<file path="config.mk">
export PLATFORM = sky130hd
export DESIGN_NAME = pmc_top
export DESIGN_NICKNAME = d
export VERILOG_FILES = /design/src/include/pmc_pkg.sv /design/src/hw/pmc_top.sv /design/src/hw/pmc_mdio_frame.sv
export SDC_FILE = /design/constraint.sdc
export NUM_CORES = 1
export LEC_CHECK = 0
export BUFFER_PORTS_ARGS = -buffer_cell sky130_fd_sc_hd__buf_2
export CAP_MARGIN = 25
export CORE_MARGIN = 8
export CORE_UTILIZATION = 35
export CTS_CLUSTER_DIAMETER = 50
export CTS_CLUSTER_SIZE = 16
export DETAILED_ROUTE_END_ITERATION = 10
export HOLD_SLACK_MARGIN = 0.08
export PLACE_DENSITY = 0.63
export SLEW_MARGIN = 20
export SYNTH_ARGS = -nofsm -noshare
export SYNTH_HDL_FRONTEND = slang
export SYNTH_HIERARCHICAL = 1
export SYNTH_SLANG_ARGS = --single-unit
</file>
<file path="constraint.sdc">
create_clock -name system_clock -period 2.8 [get_ports system_clock]
set_input_delay 0.14 -clock system_clock [delete_from_list [all_inputs] [get_ports system_clock]]
set_output_delay 0.14 -clock system_clock [all_outputs]
set_load 0.005 [all_outputs]
</file>
<file path="src/include/pmc_pkg.sv">
// Shared constants and types for the PHY management and mode control block
package pmc_pkg;

  localparam logic [15:0] OFF_STATUS   = 16'h3000;
  localparam logic [15:0] OFF_INDEX    = 16'h3008;
  localparam logic [15:0] OFF_WDATA_LO = 16'h300C;
  localparam logic [15:0] OFF_WDATA_HI = 16'h300D;
  localparam logic [15:0] OFF_RDATA_LO = 16'h3010;
  localparam logic [15:0] OFF_RDATA_HI = 16'h3011;
  localparam logic [15:0] OFF_TRIGGER  = 16'h3014;
  localparam logic [15:0] OFF_DIVIDER  = 16'h3018;
  localparam logic [15:0] OFF_MODE     = 16'h301C;
  localparam logic [15:0] OFF_POWER    = 16'h301D;

  localparam logic [4:0]  RST_INDEX    = 5'h00;
  localparam logic [15:0] RST_WDATA    = 16'h0000;
  localparam logic [15:0] RST_RDATA    = 16'h0000;
  localparam logic [7:0]  RST_TRIGGER  = 8'h00;
  localparam logic [7:0]  RST_DIVIDER  = 8'h01;
  localparam logic [2:0]  RST_MODE     = 3'h0;
  localparam logic [7:0]  RST_POWER    = 8'h40;
  localparam logic [7:0]  RST_BUS_DATA = 8'h00;

  // Bit positions in the power/reset control byte
  localparam int PWR_BIT_ONE  = 6;
  localparam int PWR_BIT_POWER_DOWN_BIT = 5;
  localparam int PWR_BIT_TE   = 3;
  localparam int PWR_BIT_RST  = 0;

  localparam logic [7:0] ACC_WRITE = 8'h01;
  localparam logic [7:0] ACC_READ  = 8'h02;

  localparam logic [7:0] DIV_32  = 8'h00;
  localparam logic [7:0] DIV_64  = 8'h01;
  // Half periods of the management clock, in system clock cycles, minus one
  localparam logic [5:0] HALF_32  = 6'h0F;
  localparam logic [5:0] HALF_64  = 6'h1F;
  localparam logic [5:0] HALF_128 = 6'h3F;

  localparam logic [2:0] MODE_AUTO = 3'h0;

  // Management frame layout, bit index counted from the first preamble bit
  localparam logic [31:0] FRM_PREAMBLE  = 32'hFFFF_FFFF;
  localparam logic [1:0]  FRM_START     = 2'h1;
  localparam logic [1:0]  FRM_OP_WRITE  = 2'h1;
  localparam logic [1:0]  FRM_OP_READ   = 2'h2;
  localparam logic [1:0]  FRM_TA_WRITE  = 2'h2;
  localparam logic [1:0]  FRM_TA_READ   = 2'h3;
  localparam logic [5:0]  FRM_LAST_BIT  = 6'h3F;
  localparam logic [5:0]  FRM_RD_DRIVE  = 6'h2E;
  localparam logic [5:0]  FRM_RD_DATA   = 6'h30;

  typedef enum logic [1:0] {
    ST_IDLE  = 2'b01,
    ST_FRAME = 2'b10
  } pmc_state_t;

  typedef struct packed {
    logic cable_unplugged;
    logic half_duplex;
    logic low_speed;
    logic link_up;
  } pmc_link_t;

  typedef struct packed {
    logic        is_write;
    logic [4:0]  reg_index;
    logic [15:0] wdata;
  } pmc_req_t;

  function automatic logic [5:0] half_limit(input logic [7:0] div);
    if (div == DIV_32) begin
      return HALF_32;
    end else if (div == DIV_64) begin
      return HALF_64;
    end
    return HALF_128;
  endfunction

endpackage

</file>
<file path="src/hw/pmc_top.sv">
// PHY management registers, mode and power control, and reset sequencing
//
// Overview of operation
// [RULE1] A five-bit PHY register index is held; bits above it read zero.
// [RULE2] Sixteen-bit write data is held, low byte at the lower address.
// [RULE3] Fetched PHY data is read-only, low byte first, zero after reset.
// [RULE4] Trigger value one writes the indexed PHY register, value two reads it.
// [RULE5] The trigger clears itself at frame end; software waits for zero.
// [RULE6] Management clock divides by 32, 64 or 128 by setting; reset selects 64.
// [RULE7] Software keeps the management clock within its maximum rate.
// [RULE8] Status shows cable unplugged, link up, low speed and half duplex.
// [RULE9] Status mirrors the configured three-bit operating mode in bits five to three.
// [RULE10] Mode field picks auto-negotiation or a forced speed and duplex when unlocked.
// [RULE11] Power-down, 10BASE-Te and PHY reset accept writes only when unlocked.
// [RULE12] Software always writes one into bit six; the register resets to 0x40.
// [RULE13] Without power-down the system clock follows the clock-select input; the code also forces 25 MHz while the PHY reset bit is set.
// [RULE14] Power-down puts the PHY down and forces the 25 MHz system clock.
// [RULE15] 10BASE-Te enable acts only in auto-negotiation mode zero.
// [RULE16] Writing the reset bit starts a PHY reset at the 25 MHz clock.
// [RULE17] Reset completion clears the bit and restores the earlier clock choice.
// [RULE18] Each access runs as one clause-22 frame to the integrated PHY.
`timescale 1ns/1ns
module pmc_top #(
  parameter logic [4:0] PHY_ADDR = 5'h00
) (
  input  wire logic              system_clock,
  input  wire logic              srst,
  input  wire logic [15:0]       reg_addr,
  input  wire logic              reg_wr,
  input  wire logic              reg_rd,
  input  wire logic [7:0]        reg_wdata,
  output logic [7:0]             reg_rdata,
  input  wire logic              phy_lock_flag,
  input  wire logic              clock_select,
  input  wire pmc_pkg::pmc_link_t link,
  input  wire logic              phy_reset_done,
  input  wire logic              mdio_i,
  output logic                   mdc,
  output logic                   mdio_o,
  output logic                   mdio_oe,
  output logic [2:0]             phy_mode,
  output logic                   phy_power_down,
  output logic                   ten_te_active,
  output logic                   phy_hw_reset,
  output logic                   system_clock_is_25m
);
  import pmc_pkg::*;

  logic [4:0]  index_q, index_d;
  logic [15:0] wdata_q, wdata_d;
  logic [15:0] rdata_q, rdata_d;
  logic [7:0]  trig_q, trig_d;
  logic [7:0]  div_q, div_d;
  logic [2:0]  mode_q, mode_d;
  logic        one_q, one_d;
  logic        power_down_bit_q, power_down_bit_d;
  logic        te_q, te_d;
  logic        rst_q, rst_d;
  logic [7:0]  bus_q, bus_d;

  logic        start;
  logic        unlocked;
  logic        eng_busy;
  logic        eng_done;
  logic [15:0] eng_rdata;
  pmc_req_t    req;

  function automatic logic hit(input logic [15:0] a, input logic [15:0] off);
    return a == off;
  endfunction

  function automatic logic [7:0] status_byte(input pmc_link_t l, input logic [2:0] m);
    // Speed and duplex mean nothing while the link is down, so they read zero then
    return {l.cable_unplugged, 1'b0, m, l.half_duplex & l.link_up, l.low_speed & l.link_up, l.link_up};
  endfunction

  assign unlocked = !phy_lock_flag;

  // Register writes, trigger sequencing and PHY reset handshake
  always_comb begin
    index_d = index_q;
    wdata_d = wdata_q;
    rdata_d = rdata_q;
    trig_d  = trig_q;
    div_d   = div_q;
    mode_d  = mode_q;
    one_d   = one_q;
    power_down_bit_d  = power_down_bit_q;
    te_d    = te_q;
    rst_d   = rst_q;
    start   = 1'b0;

    if (reg_wr && hit(reg_addr, OFF_INDEX)) begin
      index_d = reg_wdata[4:0]; // RULE1
    end
    for (int b = 0; b < 2; b++) begin
      if (reg_wr && hit(reg_addr, OFF_WDATA_LO + 16'(b))) begin
        wdata_d[8*b +: 8] = reg_wdata; // RULE2
      end
    end
    if (reg_wr && hit(reg_addr, OFF_DIVIDER)) begin
      div_d = reg_wdata; // RULE6
    end

    // A new access is refused while one is still in flight
    if (reg_wr && hit(reg_addr, OFF_TRIGGER) && trig_q == RST_TRIGGER && !eng_busy
        && (reg_wdata == ACC_WRITE || reg_wdata == ACC_READ)) begin
      start  = 1'b1; // RULE4
      trig_d = reg_wdata;
    end
    if (eng_done) begin
      trig_d = RST_TRIGGER; // RULE5
      if (trig_q == ACC_READ) begin
        rdata_d = eng_rdata; // RULE3
      end
    end

    if (reg_wr && hit(reg_addr, OFF_MODE) && unlocked) begin
      mode_d = reg_wdata[2:0]; // RULE10
    end

    // Completion clears the reset bit, but a fresh request in the same cycle wins
    if (phy_reset_done) begin
      rst_d = 1'b0; // RULE17
    end
    if (reg_wr && hit(reg_addr, OFF_POWER) && unlocked) begin
      one_d  = reg_wdata[PWR_BIT_ONE];
      power_down_bit_d = reg_wdata[PWR_BIT_POWER_DOWN_BIT]; // RULE11
      te_d   = reg_wdata[PWR_BIT_TE];
      if (reg_wdata[PWR_BIT_RST]) begin
        rst_d = 1'b1; // RULE16
      end
    end
  end

  // Read data is captured one cycle after the read strobe
  always_comb begin
    bus_d = bus_q;
    if (reg_rd) begin
      if (hit(reg_addr, OFF_STATUS)) begin
        bus_d = status_byte(link, mode_q); // RULE8 RULE9
      end else if (hit(reg_addr, OFF_INDEX)) begin
        bus_d = {3'h0, index_q}; // RULE1
      end else if (hit(reg_addr, OFF_WDATA_LO)) begin
        bus_d = wdata_q[7:0];
      end else if (hit(reg_addr, OFF_WDATA_HI)) begin
        bus_d = wdata_q[15:8];
      end else if (hit(reg_addr, OFF_RDATA_LO)) begin
        bus_d = rdata_q[7:0]; // RULE3
      end else if (hit(reg_addr, OFF_RDATA_HI)) begin
        bus_d = rdata_q[15:8];
      end else if (hit(reg_addr, OFF_TRIGGER)) begin
        bus_d = trig_q; // RULE5
      end else if (hit(reg_addr, OFF_DIVIDER)) begin
        bus_d = div_q;
      end else if (hit(reg_addr, OFF_POWER)) begin
        bus_d = {1'b0, one_q, power_down_bit_q, 1'b0, te_q, 2'b00, rst_q};
      end else begin
        // Write-only mode byte and unmapped addresses read zero
        bus_d = RST_BUS_DATA;
      end
    end
  end

  always_ff @(posedge system_clock) begin
    if (srst) begin
      index_q <= RST_INDEX;
      wdata_q <= RST_WDATA;
      rdata_q <= RST_RDATA;
      trig_q  <= RST_TRIGGER;
      div_q   <= RST_DIVIDER;
      mode_q  <= RST_MODE;
      one_q   <= RST_POWER[PWR_BIT_ONE];
      power_down_bit_q  <= RST_POWER[PWR_BIT_POWER_DOWN_BIT];
      te_q    <= RST_POWER[PWR_BIT_TE];
      rst_q   <= RST_POWER[PWR_BIT_RST];
      bus_q   <= RST_BUS_DATA;
    end else begin
      index_q <= index_d;
      wdata_q <= wdata_d;
      rdata_q <= rdata_d;
      trig_q  <= trig_d;
      div_q   <= div_d;
      mode_q  <= mode_d;
      one_q   <= one_d;
      power_down_bit_q  <= power_down_bit_d;
      te_q    <= te_d;
      rst_q   <= rst_d;
      bus_q   <= bus_d;
    end
  end

  // One driver for the whole request word: is_write, index, write data
  assign req = {reg_wdata == ACC_WRITE, index_q, wdata_q};

  pmc_mdio_frame #(
    .PHY_ADDR (PHY_ADDR)
  ) u_frame (
    .system_clock  (system_clock),
    .srst     (srst),
    .start    (start),
    .req      (req),
    .div_sel  (div_q),
    .mdio_i   (mdio_i),
    .mdc      (mdc),
    .mdio_o   (mdio_o),
    .mdio_oe  (mdio_oe),
    .busy     (eng_busy),
    .done     (eng_done),
    .rdata    (eng_rdata)
  );

  assign reg_rdata      = bus_q;
  assign phy_mode       = mode_q;
  assign phy_power_down = power_down_bit_q; // RULE14
  assign ten_te_active  = te_q && mode_q == MODE_AUTO; // RULE15
  assign phy_hw_reset   = rst_q;
  // Power-down and PHY reset both force the slow clock; clock select rules otherwise
  assign system_clock_is_25m = power_down_bit_q || rst_q || clock_select; // RULE13 RULE14 RULE16
endmodule // pmc_top

</file>
<file path="src/hw/pmc_mdio_frame.sv">
// Management frame engine: clock divider and one read or write frame
`timescale 1ns/1ns
module pmc_mdio_frame #(
  parameter logic [4:0] PHY_ADDR = 5'h00
) (
  input  wire logic             system_clock,
  input  wire logic             srst,
  input  wire logic             start,
  input  wire pmc_pkg::pmc_req_t req,
  input  wire logic [7:0]       div_sel,
  input  wire logic             mdio_i,
  output logic                  mdc,
  output logic                  mdio_o,
  output logic                  mdio_oe,
  output logic                  busy,
  output logic                  done,
  output logic [15:0]           rdata
);
  import pmc_pkg::*;

  pmc_state_t  state_q, state_d;
  logic [5:0]  cnt_q, cnt_d;
  logic [5:0]  lim_q, lim_d;
  logic        mdc_q, mdc_d;
  logic [5:0]  idx_q, idx_d;
  logic [63:0] shift_q, shift_d;
  logic        wr_q, wr_d;
  logic [15:0] rx_q, rx_d;
  logic        done_q, done_d;

  always_comb begin
    state_d = state_q;
    cnt_d   = cnt_q;
    lim_d   = lim_q;
    mdc_d   = mdc_q;
    idx_d   = idx_q;
    shift_d = shift_q;
    wr_d    = wr_q;
    rx_d    = rx_q;
    done_d  = 1'b0;
    unique case (state_q)
      ST_IDLE: begin
        if (start) begin
          state_d = ST_FRAME;
          cnt_d   = 6'h00;
          lim_d   = half_limit(div_sel); // RULE6
          mdc_d   = 1'b0;
          idx_d   = 6'h00;
          wr_d    = req.is_write;
          // RULE18
          shift_d = {FRM_PREAMBLE, FRM_START, req.is_write ? FRM_OP_WRITE : FRM_OP_READ, PHY_ADDR,
                     req.reg_index, req.is_write ? FRM_TA_WRITE : FRM_TA_READ,
                     req.is_write ? req.wdata : 16'hFFFF};
        end
      end
      ST_FRAME: begin
        if (cnt_q == lim_q) begin
          cnt_d = 6'h00;
          mdc_d = ~mdc_q;
          if (!mdc_q) begin
            // Rising edge: the PHY drives read data after turnaround
            if (!wr_q && idx_q >= FRM_RD_DATA) begin
              rx_d = {rx_q[14:0], mdio_i};
            end
          end else if (idx_q == FRM_LAST_BIT) begin
            state_d = ST_IDLE;
            done_d  = 1'b1;
          end else begin
            idx_d   = idx_q + 6'h01;
            shift_d = {shift_q[62:0], 1'b1};
          end
        end else begin
          cnt_d = cnt_q + 6'h01;
        end
      end
    endcase
  end

  always_ff @(posedge system_clock) begin
    if (srst) begin
      state_q <= ST_IDLE;
      cnt_q   <= 6'h00;
      lim_q   <= HALF_64;
      mdc_q   <= 1'b0;
      idx_q   <= 6'h00;
      shift_q <= 64'hFFFF_FFFF_FFFF_FFFF;
      wr_q    <= 1'b0;
      rx_q    <= 16'h0000;
      done_q  <= 1'b0;
    end else begin
      state_q <= state_d;
      cnt_q   <= cnt_d;
      lim_q   <= lim_d;
      mdc_q   <= mdc_d;
      idx_q   <= idx_d;
      shift_q <= shift_d;
      wr_q    <= wr_d;
      rx_q    <= rx_d;
      done_q  <= done_d;
    end
  end

  assign busy    = (state_q == ST_FRAME);
  assign mdc     = mdc_q;
  assign mdio_o  = shift_q[63];
  assign mdio_oe = busy && (wr_q || idx_q < FRM_RD_DRIVE); // RULE18
  assign done    = done_q;
  assign rdata   = rx_q;
endmodule // pmc_mdio_frame

</file>
======== Yosys cells after proc, flatten, opt, wreduce, memory -nomap -nowiden ========
Index checks and enable logic that the tools add are counted.
cells by class
  reductions and logical operators ........ 33
  multiplexer cells ....................... 44
  bitwise gates (word level) .............. 5
  magnitude comparators ................... 2
  eq/ne operators ......................... 23
  add/subtract/negate cells ............... 2
operator list
  kind                                                       count
  two-way mux 64 bit                                         4
  equality test 16 x 14 -> 1 bit (second input constant)     10
  case mux 64 bit (2 select lines)                           1
  two-way mux 8 bit                                          8
  two-way mux 6 bit                                          8
  case mux 6 bit (2 select lines)                            2
  equality test 8 x 1 -> 1 bit (second input constant)       2
  equality test 8 x 2 -> 1 bit (second input constant)       2
  zero test 8 bit                                            2
  two-way mux 16 bit                                         1
  logical AND 1 bit                                          15
  adder 6 x 1 -> 6 bit (second input constant)               2
  two-way mux 1 bit                                          12
  AND reduction 4 bit                                        3
  two-way mux 2 bit                                          5
  two-way mux 7 bit                                          1
  equality test 6 bit                                        1
  equality test 6 bit (second input constant)                1
  greater-or-equal comparator 6 bit (second input constant)  1
  less-than comparator 6 bit (second input constant)         1
  != test 2 x 1 -> 1 bit (second input constant)             3
  AND reduction 2 bit                                        3
  logical OR 1 bit                                           4
  != test 2 bit (second input constant)                      2
  10 further kinds                                           15
storage, ports and cells
  output and inout port bits .............. 18
  input port bits ......................... 36
  register bits ........................... 171

======== Longest topological paths before layout ========
Gate-level depths: netlist of the first run.
  depth after elaboration ................. 10
  mapped depth ............................ 14

======== By module ========
The synthesis of the first run kept the hierarchy.
by module, submodules not included
  module          cells an instance  area each (um^2)  times used  sequential area each (um^2)
  pmc_mdio_frame  476                4,216.5           1           1,981.9
  pmc_top         395                3,331.9           1           1,361.3

======== Worst setup path before layout of the first run ========
No wires, ideal clock.
  kind .................................... reg-to-reg
  start ................................... register u_frame.state_q[0]
  end ..................................... register u_frame.shift_q[23]
  path slack .............................. 0.222 ns
  buffers on the path ..................... 4
  arrival time ............................ 2.456 ns
  clock period less this slack ............ 2.578 ns
  setup time .............................. 0.122 ns
  cell stages (with the launch flop) ...... 14
  data required time ...................... 2.678 ns
  cells stage by stage .................... dfxtp_1 -> nand2b_1 -> inv_2 -> buf_2 -> buf_1 -> nor3_1 -> nand4_1 -> nor3_4 -> or3b_1 -> buf_2 -> o21ai_2 -> o21a_2 -> buf_6 -> a221o_1
on the way
  word-level cells in the longest chain between the ends .. 7
RTL lines
  element                               line                   text
  start: declaration                    pmc_mdio_frame.sv:21   pmc_state_t state_q, state_d;
  start signal: assignment              pmc_mdio_frame.sv:91   state_q <= state_d;
  equality test 2 bit                   pmc_mdio_frame.sv:103  assign busy = (state_q == ST_FRAME);
  net eng_busy                          pmc_top.sv:63          logic eng_busy;
  zero test 1 bit                       pmc_top.sv:106         if (reg_wr && hit(reg_addr, OFF_TRIGGER) && trig_q == RST_TRIGGER && !eng_busy
  logical AND 1 bit                     pmc_top.sv:106
  logical AND 1 bit                     pmc_top.sv:107         && (reg_wdata == ACC_WRITE || reg_wdata == ACC_READ)) begin
  two-way mux 1 bit                     pmc_top.sv:106
  net start                             pmc_top.sv:61          logic start;
  != test 2 bit (no source line)        --
  AND reduction 4 bit (no source line)  --
  end signal: assignment                pmc_mdio_frame.sv:96   shift_q <= shift_d;
  end: declaration                      pmc_mdio_frame.sv:26   logic [63:0] shift_q, shift_d;
The timed path passes the listed nets, and every way through them passes these cells.
A chain may end at the register's enable or synchronous reset.

======== Worst setup path after layout of the first run ========
  start ................................... register trig_q[4]
  end ..................................... register u_frame.idx_q[1]
on the way
  word-level cells in the longest chain between the ends .. 7
RTL lines
  element                               line                  text
  start: declaration                    pmc_top.sv:52         logic [7:0] trig_q, trig_d;
  start signal: assignment              pmc_top.sv:182        trig_q <= trig_d;
  zero test 8 bit                       pmc_top.sv:106
  logical AND 1 bit (2 in series)       pmc_top.sv:106
  logical AND 1 bit                     pmc_top.sv:107
  two-way mux 1 bit                     pmc_top.sv:106
  net start                             pmc_top.sv:61
  != test 2 bit (no source line)        --
  AND reduction 4 bit (no source line)  --
  end signal: assignment                pmc_mdio_frame.sv:95  idx_q <= idx_d;
  end: declaration                      pmc_mdio_frame.sv:25  logic [5:0] idx_q, idx_d;
The timed path passes the listed nets, and every way through them passes these cells.

==> metrics.cfg, run 1 <==
[run_status]
run_status = finished clean

[synth]
synth_top_cells_by_count = sky130_fd_sc_hd__dfxtp_1, sky130_fd_sc_hd__nor2_1, sky130_fd_sc_hd__a21oi_1
yosys_register_bits = 167
yosysUniqueCellTypes = 80
number_of_flops_mapped_to_enable_cells_by_yosys = 0
syn_avg_cell_area_um2 = 8.67
postSynthCellCount = 871
synth_fp_nets = 909
ys_async_sr_fraction_pct = 0
synth_ff_type = sky130_fd_sc_hd__dfxtp_1
synth_warnings = 6
synthesis.area_um2 = 7550
yosys-top-cells-area = sky130_fd_sc_hd__dfxtp_1, sky130_fd_sc_hd__mux2i_1, sky130_fd_sc_hd__nor2_1
synthDominantCellAreaShare_pct = 44.3
synth_most_common_cell = sky130_fd_sc_hd__dfxtp_1
sequential_area_share_after_synthesis_pct = 44.3
netlist.top_cell.by_area = sky130_fd_sc_hd__dfxtp_1

[cts]
cts_buffers = 17
cts-root-buf = sky130_fd_sc_hd__clkbuf_16
clk_path_buf_depth = 2
cts.repair_timing.setup_buffer_count = 0
tritoncts_num_sinks = 167
clock_network_latency_to_the_later_pin_of_the_worst_skew_pair_ps = 430
h-tree-depth = 4
tritoncts = done
clkTransAtPathRegs_ps = 60

[sta]
setup-tns-final_ps = 0
final-max-slew-violation-count = 0
setup-violations-final = 0
tightestPinTransition_ps = 770
period_minus_slack_ps = 2530
grt_setup_unrepaired = false
achievable_clock_frequency_mhz = 395
max-slew-margin-rel_pct = 47.3
report.final.hold_viol_count = 0
timing.final.crit_share_pct = 90.3
clock-skew-final_ps = 9.54

[pwr]
seqPwrFrac_pct = 47.8
netSwitchingFraction_pct = 23.6
cell_internal_pwr_mw = 3.80
power.clock.fraction_pct = 48.1
power_frac_comb_pct = 4.0
peakVddDrop_uv = 443
cellLeakagePower_nw = 3.11
powerDensity_nw_per_um2 = 570
power.net_switching_mw = 1.17

[drt]
detail_route.wirelength_um = 19400
final_antenna_net_count = 0
vias = 6494
drt_pass1_iterations = 5
drcViolationCount = 0
drt_iter0_drc = 380
routed_wire_length_per_instance_um = 16.2
avgViaCountPerCell = 5.44

[placement]
place_hpwl_um = 13200
gpl.final_weighted_congestion = 0.936
placed_cell_area_um2 = 8010
port_buf_inserts = 53

[grt]
grt.overflow.total = 0
grt_pass1_vias = 6042
grt_pass1_wl_um = 32100
track_usage_pct = 14.9
pin_count_of_the_biggest_net_entering_global_routing = 95
number_of_antenna_violations_at_the_first_check_in_global_routing = 0

[worst_setup_path]
worst_ep_arrival_time_ps = 2850
timing.reg2reg.setup_slack_ps = 270
cp-end-kind = flop
timing.critical_path.from_type = flop
worst_setup_path_start = trig_q[4]$_SDFFE_PP0P_
path_max_fanout = 24
crit_required_ps = 3120
r2r_start = trig_q[4]$_SDFFE_PP0P_
worst_r2r_endpoint = u_frame/idx_q[1]$_SDFFE_PP0P_
reg2reg_depth = 9
path_class = flop to flop

[cells_and_area]
drive_gt1_share_pct = 14.1
fillerInstances = 2103
number_of_antenna_diodes = 0
post-route-cell-area_um2 = 8720
area_delta_synth_final_pct = 15.5
design.final.nets = 944

[die]
floorplan.initialDensity_pct = 35.8
dieArea_um2 = 26500
core.rowCount = 53
placeableCoreArea_um2 = 21100
die_y_um = 163
die_width_um = 163
top_level_ports = 54

[run]
drv.max_cap_violation_count = 0

[min_path]
min_path_type = input port to flop
number_of_cells_on_the_worst_hold_path = 3
holdCritStartpoint = reg_wr
hold-path-endpoint = index_q[4]$_SDFFE_PP0P_

## per-layer routing
| layer | GRT usage, % | wire length [um] | vias to the layer above |
|---|---|---|---|
| li1 | - | - | 3204 |
| met1 | 19.1 | 8780 | 3053 |
| met2 | 23.0 | 8760 | 192 |
| met3 | 3.41 | 1170 | 45 |
| met4 | 7.46 | 655 | 0 |
| met5 | 0 | 0 | - |
## cell families after synthesis
group	synth area share, %
XOR/XNOR	0.547
adder cells (fa/ha/maj)	0.331
flip-flops	44.3
buffers and inverters	5.42
AO/OA/AOI/OAI	19.5
AND/OR/NAND/NOR	22.7
multiplexers	7.16
## final cells by class
cell class,count,area [um2],area share [%]
well taps,275,344,3.95
clock inverters,14,178,2.04
inverters,26,97.6,1.12
flip-flops and latches,167,3340,38.3
repair buffers,80,519,5.96
multi-input cells,614,3810,43.7
clock buffers,18,429,4.92
## power by group through the flow
stage | sequential [mW] | clock, mW | combinational, mW
CTS | 2.38 | 2.44 | 0.199
floorplan | 2.43 | 0 | 0.107
global placement | 2.43 | 0 | 0.189
detailed placement | 2.43 | 0 | 0.188
global route | 2.38 | 2.56 | 0.217
finish | 2.38 | 2.39 | 0.200
## worst max-delay path: stages, from the launching register on
cell	delay, ps
sky130_fd_sc_hd__dfxtp_1	320
sky130_fd_sc_hd__or4_1	540
sky130_fd_sc_hd__nor4_2	200
sky130_fd_sc_hd__nand4_1	180
sky130_fd_sc_hd__nor3_4	150
sky130_fd_sc_hd__or3b_1	190
sky130_fd_sc_hd__o21ai_2	120
sky130_fd_sc_hd__o21a_4	300
sky130_fd_sc_hd__buf_12	210
sky130_fd_sc_hd__a32o_1	220
## stage by stage
step           util [%]  instances  setup WS, ps  total power, mW  hold WS, ps
3_5_place_dp       38.0       1152           204             2.62          415
3_3_place_gp       38.0       1152           214             2.62          397
2_1_floorplan         -        871           222             2.54          258
5_1_grt            41.3       1194          82.6             5.15          121
4_1_cts            41.3       1193           182             5.02         97.6
6_report           41.3       1194           271             4.97          116
## placed cells by master (no fill, tap or decap), types with 4 or more instances in the layout
cell	synthesis	final
sky130_fd_sc_hd__a211oi_1	19	19
sky130_fd_sc_hd__a21oi_1	73	73
sky130_fd_sc_hd__a221o_1	7	7
sky130_fd_sc_hd__a22oi_1	38	38
sky130_fd_sc_hd__a31oi_1	4	4
sky130_fd_sc_hd__and2_1	9	9
sky130_fd_sc_hd__and3_1	15	15
sky130_fd_sc_hd__buf_2	17	52
sky130_fd_sc_hd__buf_4	1	15
sky130_fd_sc_hd__clkbuf_16	0	17
sky130_fd_sc_hd__dfxtp_1	167	167
sky130_fd_sc_hd__dlygate4sd3_1	0	9
sky130_fd_sc_hd__inv_1	24	24
sky130_fd_sc_hd__inv_6	0	5
sky130_fd_sc_hd__mux2i_1	54	54
sky130_fd_sc_hd__nand2_1	64	64
sky130_fd_sc_hd__nand2b_1	8	8
sky130_fd_sc_hd__nand3_1	33	33
sky130_fd_sc_hd__nand4_1	5	5
sky130_fd_sc_hd__nor2_1	122	122
sky130_fd_sc_hd__nor2b_1	10	10
sky130_fd_sc_hd__nor3_1	13	13
sky130_fd_sc_hd__nor3b_1	5	4
sky130_fd_sc_hd__nor4_1	5	5
sky130_fd_sc_hd__o21ai_0	33	33
sky130_fd_sc_hd__o21ai_1	4	4
sky130_fd_sc_hd__o311ai_0	4	4
sky130_fd_sc_hd__or4_1	8	8
## how the worst max path moves through the flow
stage,slack [ps],cells past startpoint,to
2_1_floorplan,220,13,u_frame/shift_q[23]$_SDFFE_PP1P_
3_3_place_gp,210,9,u_frame/idx_q[1]$_SDFFE_PP0P_
3_5_place_dp,200,9,u_frame/idx_q[1]$_SDFFE_PP0P_
4_1_cts,180,9,u_frame/idx_q[1]$_SDFFE_PP0P_
5_1_grt,80,9,u_frame/shift_q[44]$_SDFFE_PP1P_
6_report,270,9,u_frame/idx_q[1]$_SDFFE_PP0P_
## flip-flops by register name, summed over array words and instances, names as in the netlist, 2 cells and up
register and count:
index_q 5, trig_q 8, rdata_q 16, u_frame/lim_q 2, u_frame/idx_q 6, phy_mode 3, u_frame/shift_q 64, u_frame/state_q 2
reg_rdata 8, div_q 8, wdata_q 16, u_frame/cnt_q 6, u_frame/rdata 16
## repair_timing
action                                  CTS  global route
hold endpoints to repair                 21             0
gates resized for setup                   0             1
endpoints found under the setup margin    0            17
hold buffers                              9             0
Power figures use the tool's default switching activity.
==> run 2, diff against run 1 <==
- PLACE_DENSITY: 0.63 -> not set
==> run 2 against run 1 <==
Sequential share of layout area increased by 0.13 points. Critical endpoint is now u_frame/shift_q[5]$_SDFFE_PP1P_. Count of clock-buffer cells in the layout decreased by 1. Sequential cell count unchanged. Clock power decreased by 5%. Highest routed layer unchanged. Final cell count increased by 0.25%. Setup slack got worse by 81 ps.
==> metrics.cfg, run 2 (synthesized netlist as in run 1, its figures left out) <==
[drt]
drt_pass1_iterations = 5  ; unchanged
drt_iter0_drc = 463  ; was 380
vias = 6359  ; was 6494
detail_route.wirelength_um = 19600  ; was 19400 um
avgViaCountPerCell = 5.31  ; was 5.44
drcViolationCount = 0  ; unchanged
routed_wire_length_per_instance_um = 16.4  ; was 16.2 um
final_antenna_net_count = 0  ; unchanged

[cts]
cts.repair_timing.setup_buffer_count = 0  ; unchanged
tritoncts = done  ; unchanged
cts-hold-fix-buffers = 10  ; was 9
h-tree-depth = 4  ; unchanged
tritoncts_num_sinks = 167  ; unchanged
cts-root-buf = sky130_fd_sc_hd__clkbuf_16  ; unchanged
clkTransAtPathRegs_ps = 70  ; was 60 ps
cts_buffers = 17  ; unchanged
clk_path_buf_depth = 2  ; unchanged
clock_network_latency_to_the_later_pin_of_the_worst_skew_pair_ps = 430  ; about the same
post_cts_resize_count = 0  ; unchanged

[sta]
max-slew-margin-rel_pct = 45.5  ; was 47.3%
period_minus_slack_ps = 2610  ; was 2530 ps
grt_setup_unrepaired = false  ; unchanged
achievable_clock_frequency_mhz = 383  ; was 395 MHz
layout_setup_ws_ps = 189  ; was 271 ps
final-max-slew-violation-count = 0  ; unchanged
timing.final.crit_share_pct = 93.2  ; was 90.3%
setup-violations-final = 0  ; unchanged
report.final.hold_viol_count = 0  ; unchanged
setup-tns-final_ps = 0  ; unchanged
clock-skew-final_ps = 8.91  ; was 9.54 ps
tightestPinTransition_ps = 817  ; was 770 ps

[die]
dieArea_um2 = 26500  ; unchanged
die_width_um = 163  ; unchanged
top_level_ports = 54  ; unchanged
floorplan.initialDensity_pct = 35.8  ; unchanged
placeableCoreArea_um2 = 21100  ; unchanged
die_y_um = 163  ; unchanged
core.rowCount = 53  ; unchanged

[cells_and_area]
number_of_antenna_diodes = 0  ; unchanged
drive_gt1_share_pct = 14.4  ; was 14.1%
area_delta_synth_final_pct = 15.1  ; was 15.5%
top_register = u_frame/shift_q  ; unchanged
layout_common_cells = sky130_fd_sc_hd__dfxtp_1, sky130_fd_sc_hd__nor2_1, sky130_fd_sc_hd__a21oi_1  ; unchanged
largest_register_ff_count = 64  ; unchanged
design.final.nets = 947  ; was 944
leading_cell_type_in_the_layout_fill_and_taps_excluded = sky130_fd_sc_hd__dfxtp_1  ; unchanged

[min_path]
min_path_type = input port to flop  ; unchanged
number_of_cells_on_the_worst_hold_path = 3  ; unchanged
hold-path-endpoint = reg_rdata[2]$_SDFFE_PP0P_  ; was index_q[4]$_SDFFE_PP0P_
holdCritStartpoint = link[0]  ; was reg_wr

[pwr]
peakVddDrop_uv = 406  ; was 443 uV
powerDensity_nw_per_um2 = 559  ; was 570 nW/um2
cellLeakagePower_nw = 3.10  ; was 3.11 nW

[worst_setup_path]
reg2reg_depth = 9  ; unchanged
worst_r2r_endpoint = u_frame/shift_q[5]$_SDFFE_PP1P_  ; was u_frame/idx_q[1]$_SDFFE_PP0P_
cp-end-kind = flop  ; unchanged
path_max_fanout = 25  ; was 24
path_class = flop to flop  ; unchanged
r2r_start = trig_q[4]$_SDFFE_PP0P_  ; unchanged
worst_ep_arrival_time_ps = 2910  ; was 2850 ps
timing.critical_path.from_type = flop  ; unchanged
timing.reg2reg.setup_slack_ps = 190  ; was 270 ps
crit_required_ps = 3100  ; was 3120 ps

[grt]
number_of_antenna_violations_at_the_first_check_in_global_routing = 0  ; unchanged
grt_pass1_wl_um = 31900  ; was 32100 um
grt.overflow.total = 0  ; unchanged
track_usage_pct = 15.0  ; was 14.9%
grt_pass1_vias = 5958  ; was 6042
pin_count_of_the_biggest_net_entering_global_routing = 107  ; was 95

[placement]
port_buf_inserts = 53  ; unchanged
gpl.final_weighted_congestion = 0.893  ; was 0.936
place_ws_ps = 190  ; was 204 ps
place_hpwl_um = 13200  ; about the same

[run_status]
run_status = finished clean  ; unchanged

[run]
drv.max_cap_violation_count = 0  ; unchanged

[run 2: cell count changes in the layout (fill, tap and decap cells not counted), moves of 2 or more]
cell	delta
sky130_fd_sc_hd__buf_4	+5
sky130_fd_sc_hd__buf_12	-2
sky130_fd_sc_hd__bufinv_16	-2
sky130_fd_sc_hd__clkinv_8	+2
[run 2: layout make-up]
class                   instances  area [um2]
flip-flops and latches        167        3340
well taps                     275         344
inverters                      26        97.6
clock buffers                  17         425
multi-input cells             614        3800
fillers                      2103       12400
clock inverters                15         156
repair buffers                 83         522
[run 2: per-layer routing]
| layer | vias up | part of all wire [%] | GRT usage [%] | wire (um) |
|---|---|---|---|---|
| li1 | 3224 | - | - | - |
| met3 | 31 | 5.5 | 4.30 | 1080 |
| met4 | 0 | 2.5 | 6.26 | 496 |
| met5 | - | 0 | 0 | 0 |
| met1 | 2961 | 47 | 19.3 | 9300 |
| met2 | 143 | 45 | 23.0 | 8760 |
[run 2: report_power, final]
| group | switching (mW) | internal, mW |
|---|---|---|
| combinational | 0.135 | 0.0662 |
| sequential | 0.00151 | 2.38 |
| clock | 1.09 | 1.19 |
[run 2: critical path: stages (launching register included)]
cell and delay (ps):
sky130_fd_sc_hd__dfxtp_1 320, sky130_fd_sc_hd__or4_1 540, sky130_fd_sc_hd__nor4_2 180, sky130_fd_sc_hd__nand4_1 170
sky130_fd_sc_hd__nor3_4 150, sky130_fd_sc_hd__or3b_1 240, sky130_fd_sc_hd__o21ai_2 130, sky130_fd_sc_hd__o21a_2 290
sky130_fd_sc_hd__buf_4 280, sky130_fd_sc_hd__mux2i_1 170
[run 2: worst max path at each step]
stage	cells past startpoint	end	slack [ps]	from
final	9	u_frame/shift_q[5]$_SDFFE_PP1P_	190	trig_q[4]$_SDFFE_PP0P_
after detailed placement	9	u_frame/shift_q[5]$_SDFFE_PP1P_	190	trig_q[4]$_SDFFE_PP0P_
after global routing	9	u_frame/shift_q[38]$_SDFFE_PP1P_	20	trig_q[4]$_SDFFE_PP0P_
after floorplan	13	u_frame/shift_q[23]$_SDFFE_PP1P_	220	u_frame/state_q[0]$_SDFFE_PP1P_
after global placement	9	u_frame/shift_q[6]$_SDFFE_PP1P_	240	trig_q[4]$_SDFFE_PP0P_
after CTS	9	u_frame/shift_q[5]$_SDFFE_PP1P_	180	trig_q[4]$_SDFFE_PP0P_
[run 2: stage by stage]
step / hold slack [ps] / total power [mW] / util (%) / area, um2 / instances
3_5_place_dp: 407 / 2.62 / 38.0 / 8010 / 1155
6_report: 118 / 4.86 / 41.2 / 8690 / 1197
5_1_grt: 115 / 5.04 / 41.2 / 8690 / 1197
4_1_cts: 93.9 / 4.92 / 41.2 / 8690 / 1197
2_1_floorplan: 258 / 2.54 / - / 7550 / 871
3_3_place_gp: 403 / 2.62 / 38.0 / 8010 / 1155
==> run 3, diff against run 2 <==
- CTS_CLUSTER_SIZE: 16 -> 20
- RECOVER_POWER: not set -> 100
- SETUP_SLACK_MARGIN: not set -> 0.02
==> run 3 against run 2 <==
Final cell count unchanged. Wire length increased by 0.22%. Global-route usage unchanged. Via count increased by 1.0%. Non-clock buffer count unchanged. First-iteration DRC count decreased by 8.0%. Count of clock-buffer cells in the layout unchanged. Power about the same. Combinational power decreased by 3%. Hold slack got worse by 2.4 ps. Maximum frequency decreased by 0.88%. Critical endpoint unchanged.
==> metrics.cfg, run 3 (synthesized netlist as in run 1, its figures left out) <==
[run_status]
run_status = finished clean  ; unchanged

[cells_and_area]
layout.cells.non_filler = 1197  ; unchanged
leading_cell_type_in_the_layout_fill_and_taps_excluded = sky130_fd_sc_hd__dfxtp_1  ; unchanged
drive_gt1_share_pct = 11.5  ; was 14.4%
area_delta_synth_final_pct = 13.7  ; was 15.1%
number_of_antenna_diodes = 0  ; unchanged
post_route_utilization_pct = 40.7  ; was 41.2%
top_register = u_frame/shift_q  ; unchanged
largest_register_ff_count = 64  ; unchanged
design.final.nets = 947  ; unchanged
layout_common_cells = sky130_fd_sc_hd__dfxtp_1, sky130_fd_sc_hd__nor2_1, sky130_fd_sc_hd__a21oi_1  ; unchanged

[sta]
achievable_clock_frequency_mhz = 380  ; was 383 MHz
clock-skew-final_ps = 8.73  ; was 8.91 ps
final-max-slew-violation-count = 0  ; unchanged
report.final.hold_viol_count = 0  ; unchanged
grt_setup_unrepaired = false  ; unchanged
timing.final.crit_share_pct = 94.1  ; was 93.2%
tightestPinTransition_ps = 979  ; was 817 ps
setup-violations-final = 0  ; unchanged
worst_hold_slack_ps = 115  ; was 118 ps
setup-tns-final_ps = 0  ; unchanged
period_minus_slack_ps = 2630  ; was 2610 ps
max-slew-margin-rel_pct = 34.8  ; was 45.5%

[cts]
clock_network_latency_to_the_later_pin_of_the_worst_skew_pair_ps = 430  ; about the same
cts.repair_timing.setup_buffer_count = 0  ; unchanged
h-tree-depth = 4  ; unchanged
cts-root-buf = sky130_fd_sc_hd__clkbuf_16  ; unchanged
tritoncts_num_sinks = 167  ; unchanged
post_cts_resize_count = 0  ; unchanged
tritoncts = done  ; unchanged
cts_buffers = 17  ; unchanged
clkTransAtPathRegs_ps = 70  ; about the same
clk_path_buf_depth = 2  ; unchanged

[pwr]
seqPwrFrac_pct = 49.0  ; was 48.9%
power.clock.fraction_pct = 47.0  ; was 46.9%
power.net_switching_mw = 1.22  ; was 1.23 mW
cellLeakagePower_nw = 3.02  ; was 3.10 nW
power_frac_comb_pct = 4.0  ; was 4.1%
peakVddDrop_uv = 406  ; about the same
netSwitchingFraction_pct = 25.2  ; about the same
cell_internal_pwr_mw = 3.63  ; about the same
powerDensity_nw_per_um2 = 566  ; was 559 nW/um2

[drt]
avgViaCountPerCell = 5.37  ; was 5.31
drcViolationCount = 0  ; unchanged
detail_route.wirelength_um = 19700  ; was 19600 um
routed_wire_length_per_instance_um = 16.4  ; about the same
final_antenna_net_count = 0  ; unchanged
vias = 6423  ; was 6359
drt_iter0_drc = 426  ; was 463
drt_pass1_iterations = 5  ; unchanged

[grt]
gr-usage-met2_pct = 23.0  ; unchanged
track_usage_pct = 15.0  ; unchanged
grt_use_met1_pct = 19.3  ; unchanged
number_of_antenna_violations_at_the_first_check_in_global_routing = 0  ; unchanged
grt_pass1_vias = 5958  ; unchanged
groute.layer.met3.usage_pct = 4.30  ; unchanged
grt_pass1_wl_um = 31900  ; unchanged
layer_with_the_highest_usage = met2  ; unchanged
grt.overflow.total = 0  ; unchanged
pin_count_of_the_biggest_net_entering_global_routing = 107  ; unchanged

[run]
drv.max_cap_violation_count = 0  ; unchanged

[worst_setup_path]
worst_ep_arrival_time_ps = 2930  ; was 2910 ps
cpMaxStageDelayCell = sky130_fd_sc_hd__or4_1  ; unchanged
path_buf_inv = 1  ; unchanged
timing.critical_path.cells = or4_1 > nor4_2 > nand4_1 > nor3_4 > or3b_1 > o21ai_2 > o21a_2 > buf_4 > mux2i_1  ; unchanged
path_delay_family = simple AND/OR/NAND/NOR gates  ; unchanged
critical-path-max-stage-delay_ps = 540  ; about the same
timing.critical_path.from_type = flop  ; unchanged
crit_required_ps = 3100  ; about the same
path_class = flop to flop  ; unchanged
path_max_fanout = 25  ; unchanged
cp-end-kind = flop  ; unchanged

[die]
top_level_ports = 54  ; unchanged
floorplan.initialDensity_pct = 35.8  ; unchanged
dieArea_um2 = 26500  ; unchanged
die_y_um = 163  ; unchanged
core.rowCount = 53  ; unchanged
die_width_um = 163  ; unchanged
placeableCoreArea_um2 = 21100  ; unchanged

[placement]
post-place-cells = 1155  ; unchanged
port_buf_inserts = 53  ; unchanged
place_hpwl_um = 13200  ; unchanged
gpl.final_weighted_congestion = 0.893  ; unchanged

[min_path]
min_path_type = input port to flop  ; unchanged

[run 3: changes by cell type in the layout (fill, tap and decap cells not counted), moves of 3 or more]
cell                       before  now
sky130_fd_sc_hd__o21ai_0       33   36
sky130_fd_sc_hd__and2_0         0    5
sky130_fd_sc_hd__nor2_1       122  125
sky130_fd_sc_hd__buf_2         52   41
sky130_fd_sc_hd__and2_1         9    4
sky130_fd_sc_hd__nor3_1        13   17
sky130_fd_sc_hd__clkbuf_1       0   16
sky130_fd_sc_hd__buf_4         20   14
sky130_fd_sc_hd__o21ai_1        4    1
[run 3: cell type report]
cell class	count	area [um2]
multi-input combinational	614	3730
tap	275	344
clock buffer	17	425
clock inverter	15	156
inverter	26	97.6
fill	2117	12500
timing repair buffer	83	487
sequential	167	3340
[run 3: timing repair]
action | 4_1_cts | 5_1_grt
endpoints found under the hold margin | 22 | 0
hold buffers | 10 | 0
setup endpoints to repair | 0 | 0
[run 3: layer usage]
| layer | wire [um] | vias up |
|---|---|---|
| li1 | - | 3223 |
| met1 | 9120 | 2989 |
| met2 | 8840 | 177 |
| met3 | 1220 | 34 |
| met4 | 493 | 0 |
| met5 | 0 | - |
[run 3: path summary, 6_finish.rpt]
check / startpoint / slack, ps / endpoint / cells after the start
max: trig_q[4]$_SDFFE_PP0P_ / 170 / u_frame/shift_q[5]$_SDFFE_PP1P_ / 9
min: link[0] / 120 / reg_rdata[2]$_SDFFE_PP0P_ / 3
max reg2reg: trig_q[4]$_SDFFE_PP0P_ / 170 / u_frame/shift_q[5]$_SDFFE_PP1P_ / 9
min reg2reg: u_frame/shift_q[25]$_SDFFE_PP1P_ / 490 / u_frame/shift_q[26]$_SDFFE_PP1P_ / 1
[run 3: stage by stage]
stage	instance area (um2)	total power [mW]	setup slack [ps]
final	8580	4.85	166
after global routing	8580	5.03	32.3
after CTS	8690	4.92	179
after detailed placement	8010	2.62	190
after global placement	8010	2.62	238
after floorplan	7550	2.54	222
[run 3: power by group through the flow]
| stage | clock, mW | combinational, mW | sequential (mW) |
|---|---|---|---|
| final | 2.28 | 0.195 | 2.38 |
| after global routing | 2.44 | 0.212 | 2.38 |
| after global placement | 0 | 0.190 | 2.43 |
| after CTS | 2.34 | 0.201 | 2.38 |
| after floorplan | 0 | 0.107 | 2.43 |
| after detailed placement | 0 | 0.189 | 2.43 |
[run 3: worst register-to-register path, delay by kind of cell (launching register included)]
family / cells / cell delay [ps]
AND/OR/NAND/NOR: 5 / 1310
AO/OA/AOI/OAI: 2 / 410
flip-flops: 1 / 320
buffers and inverters: 1 / 290
multiplexers: 1 / 180
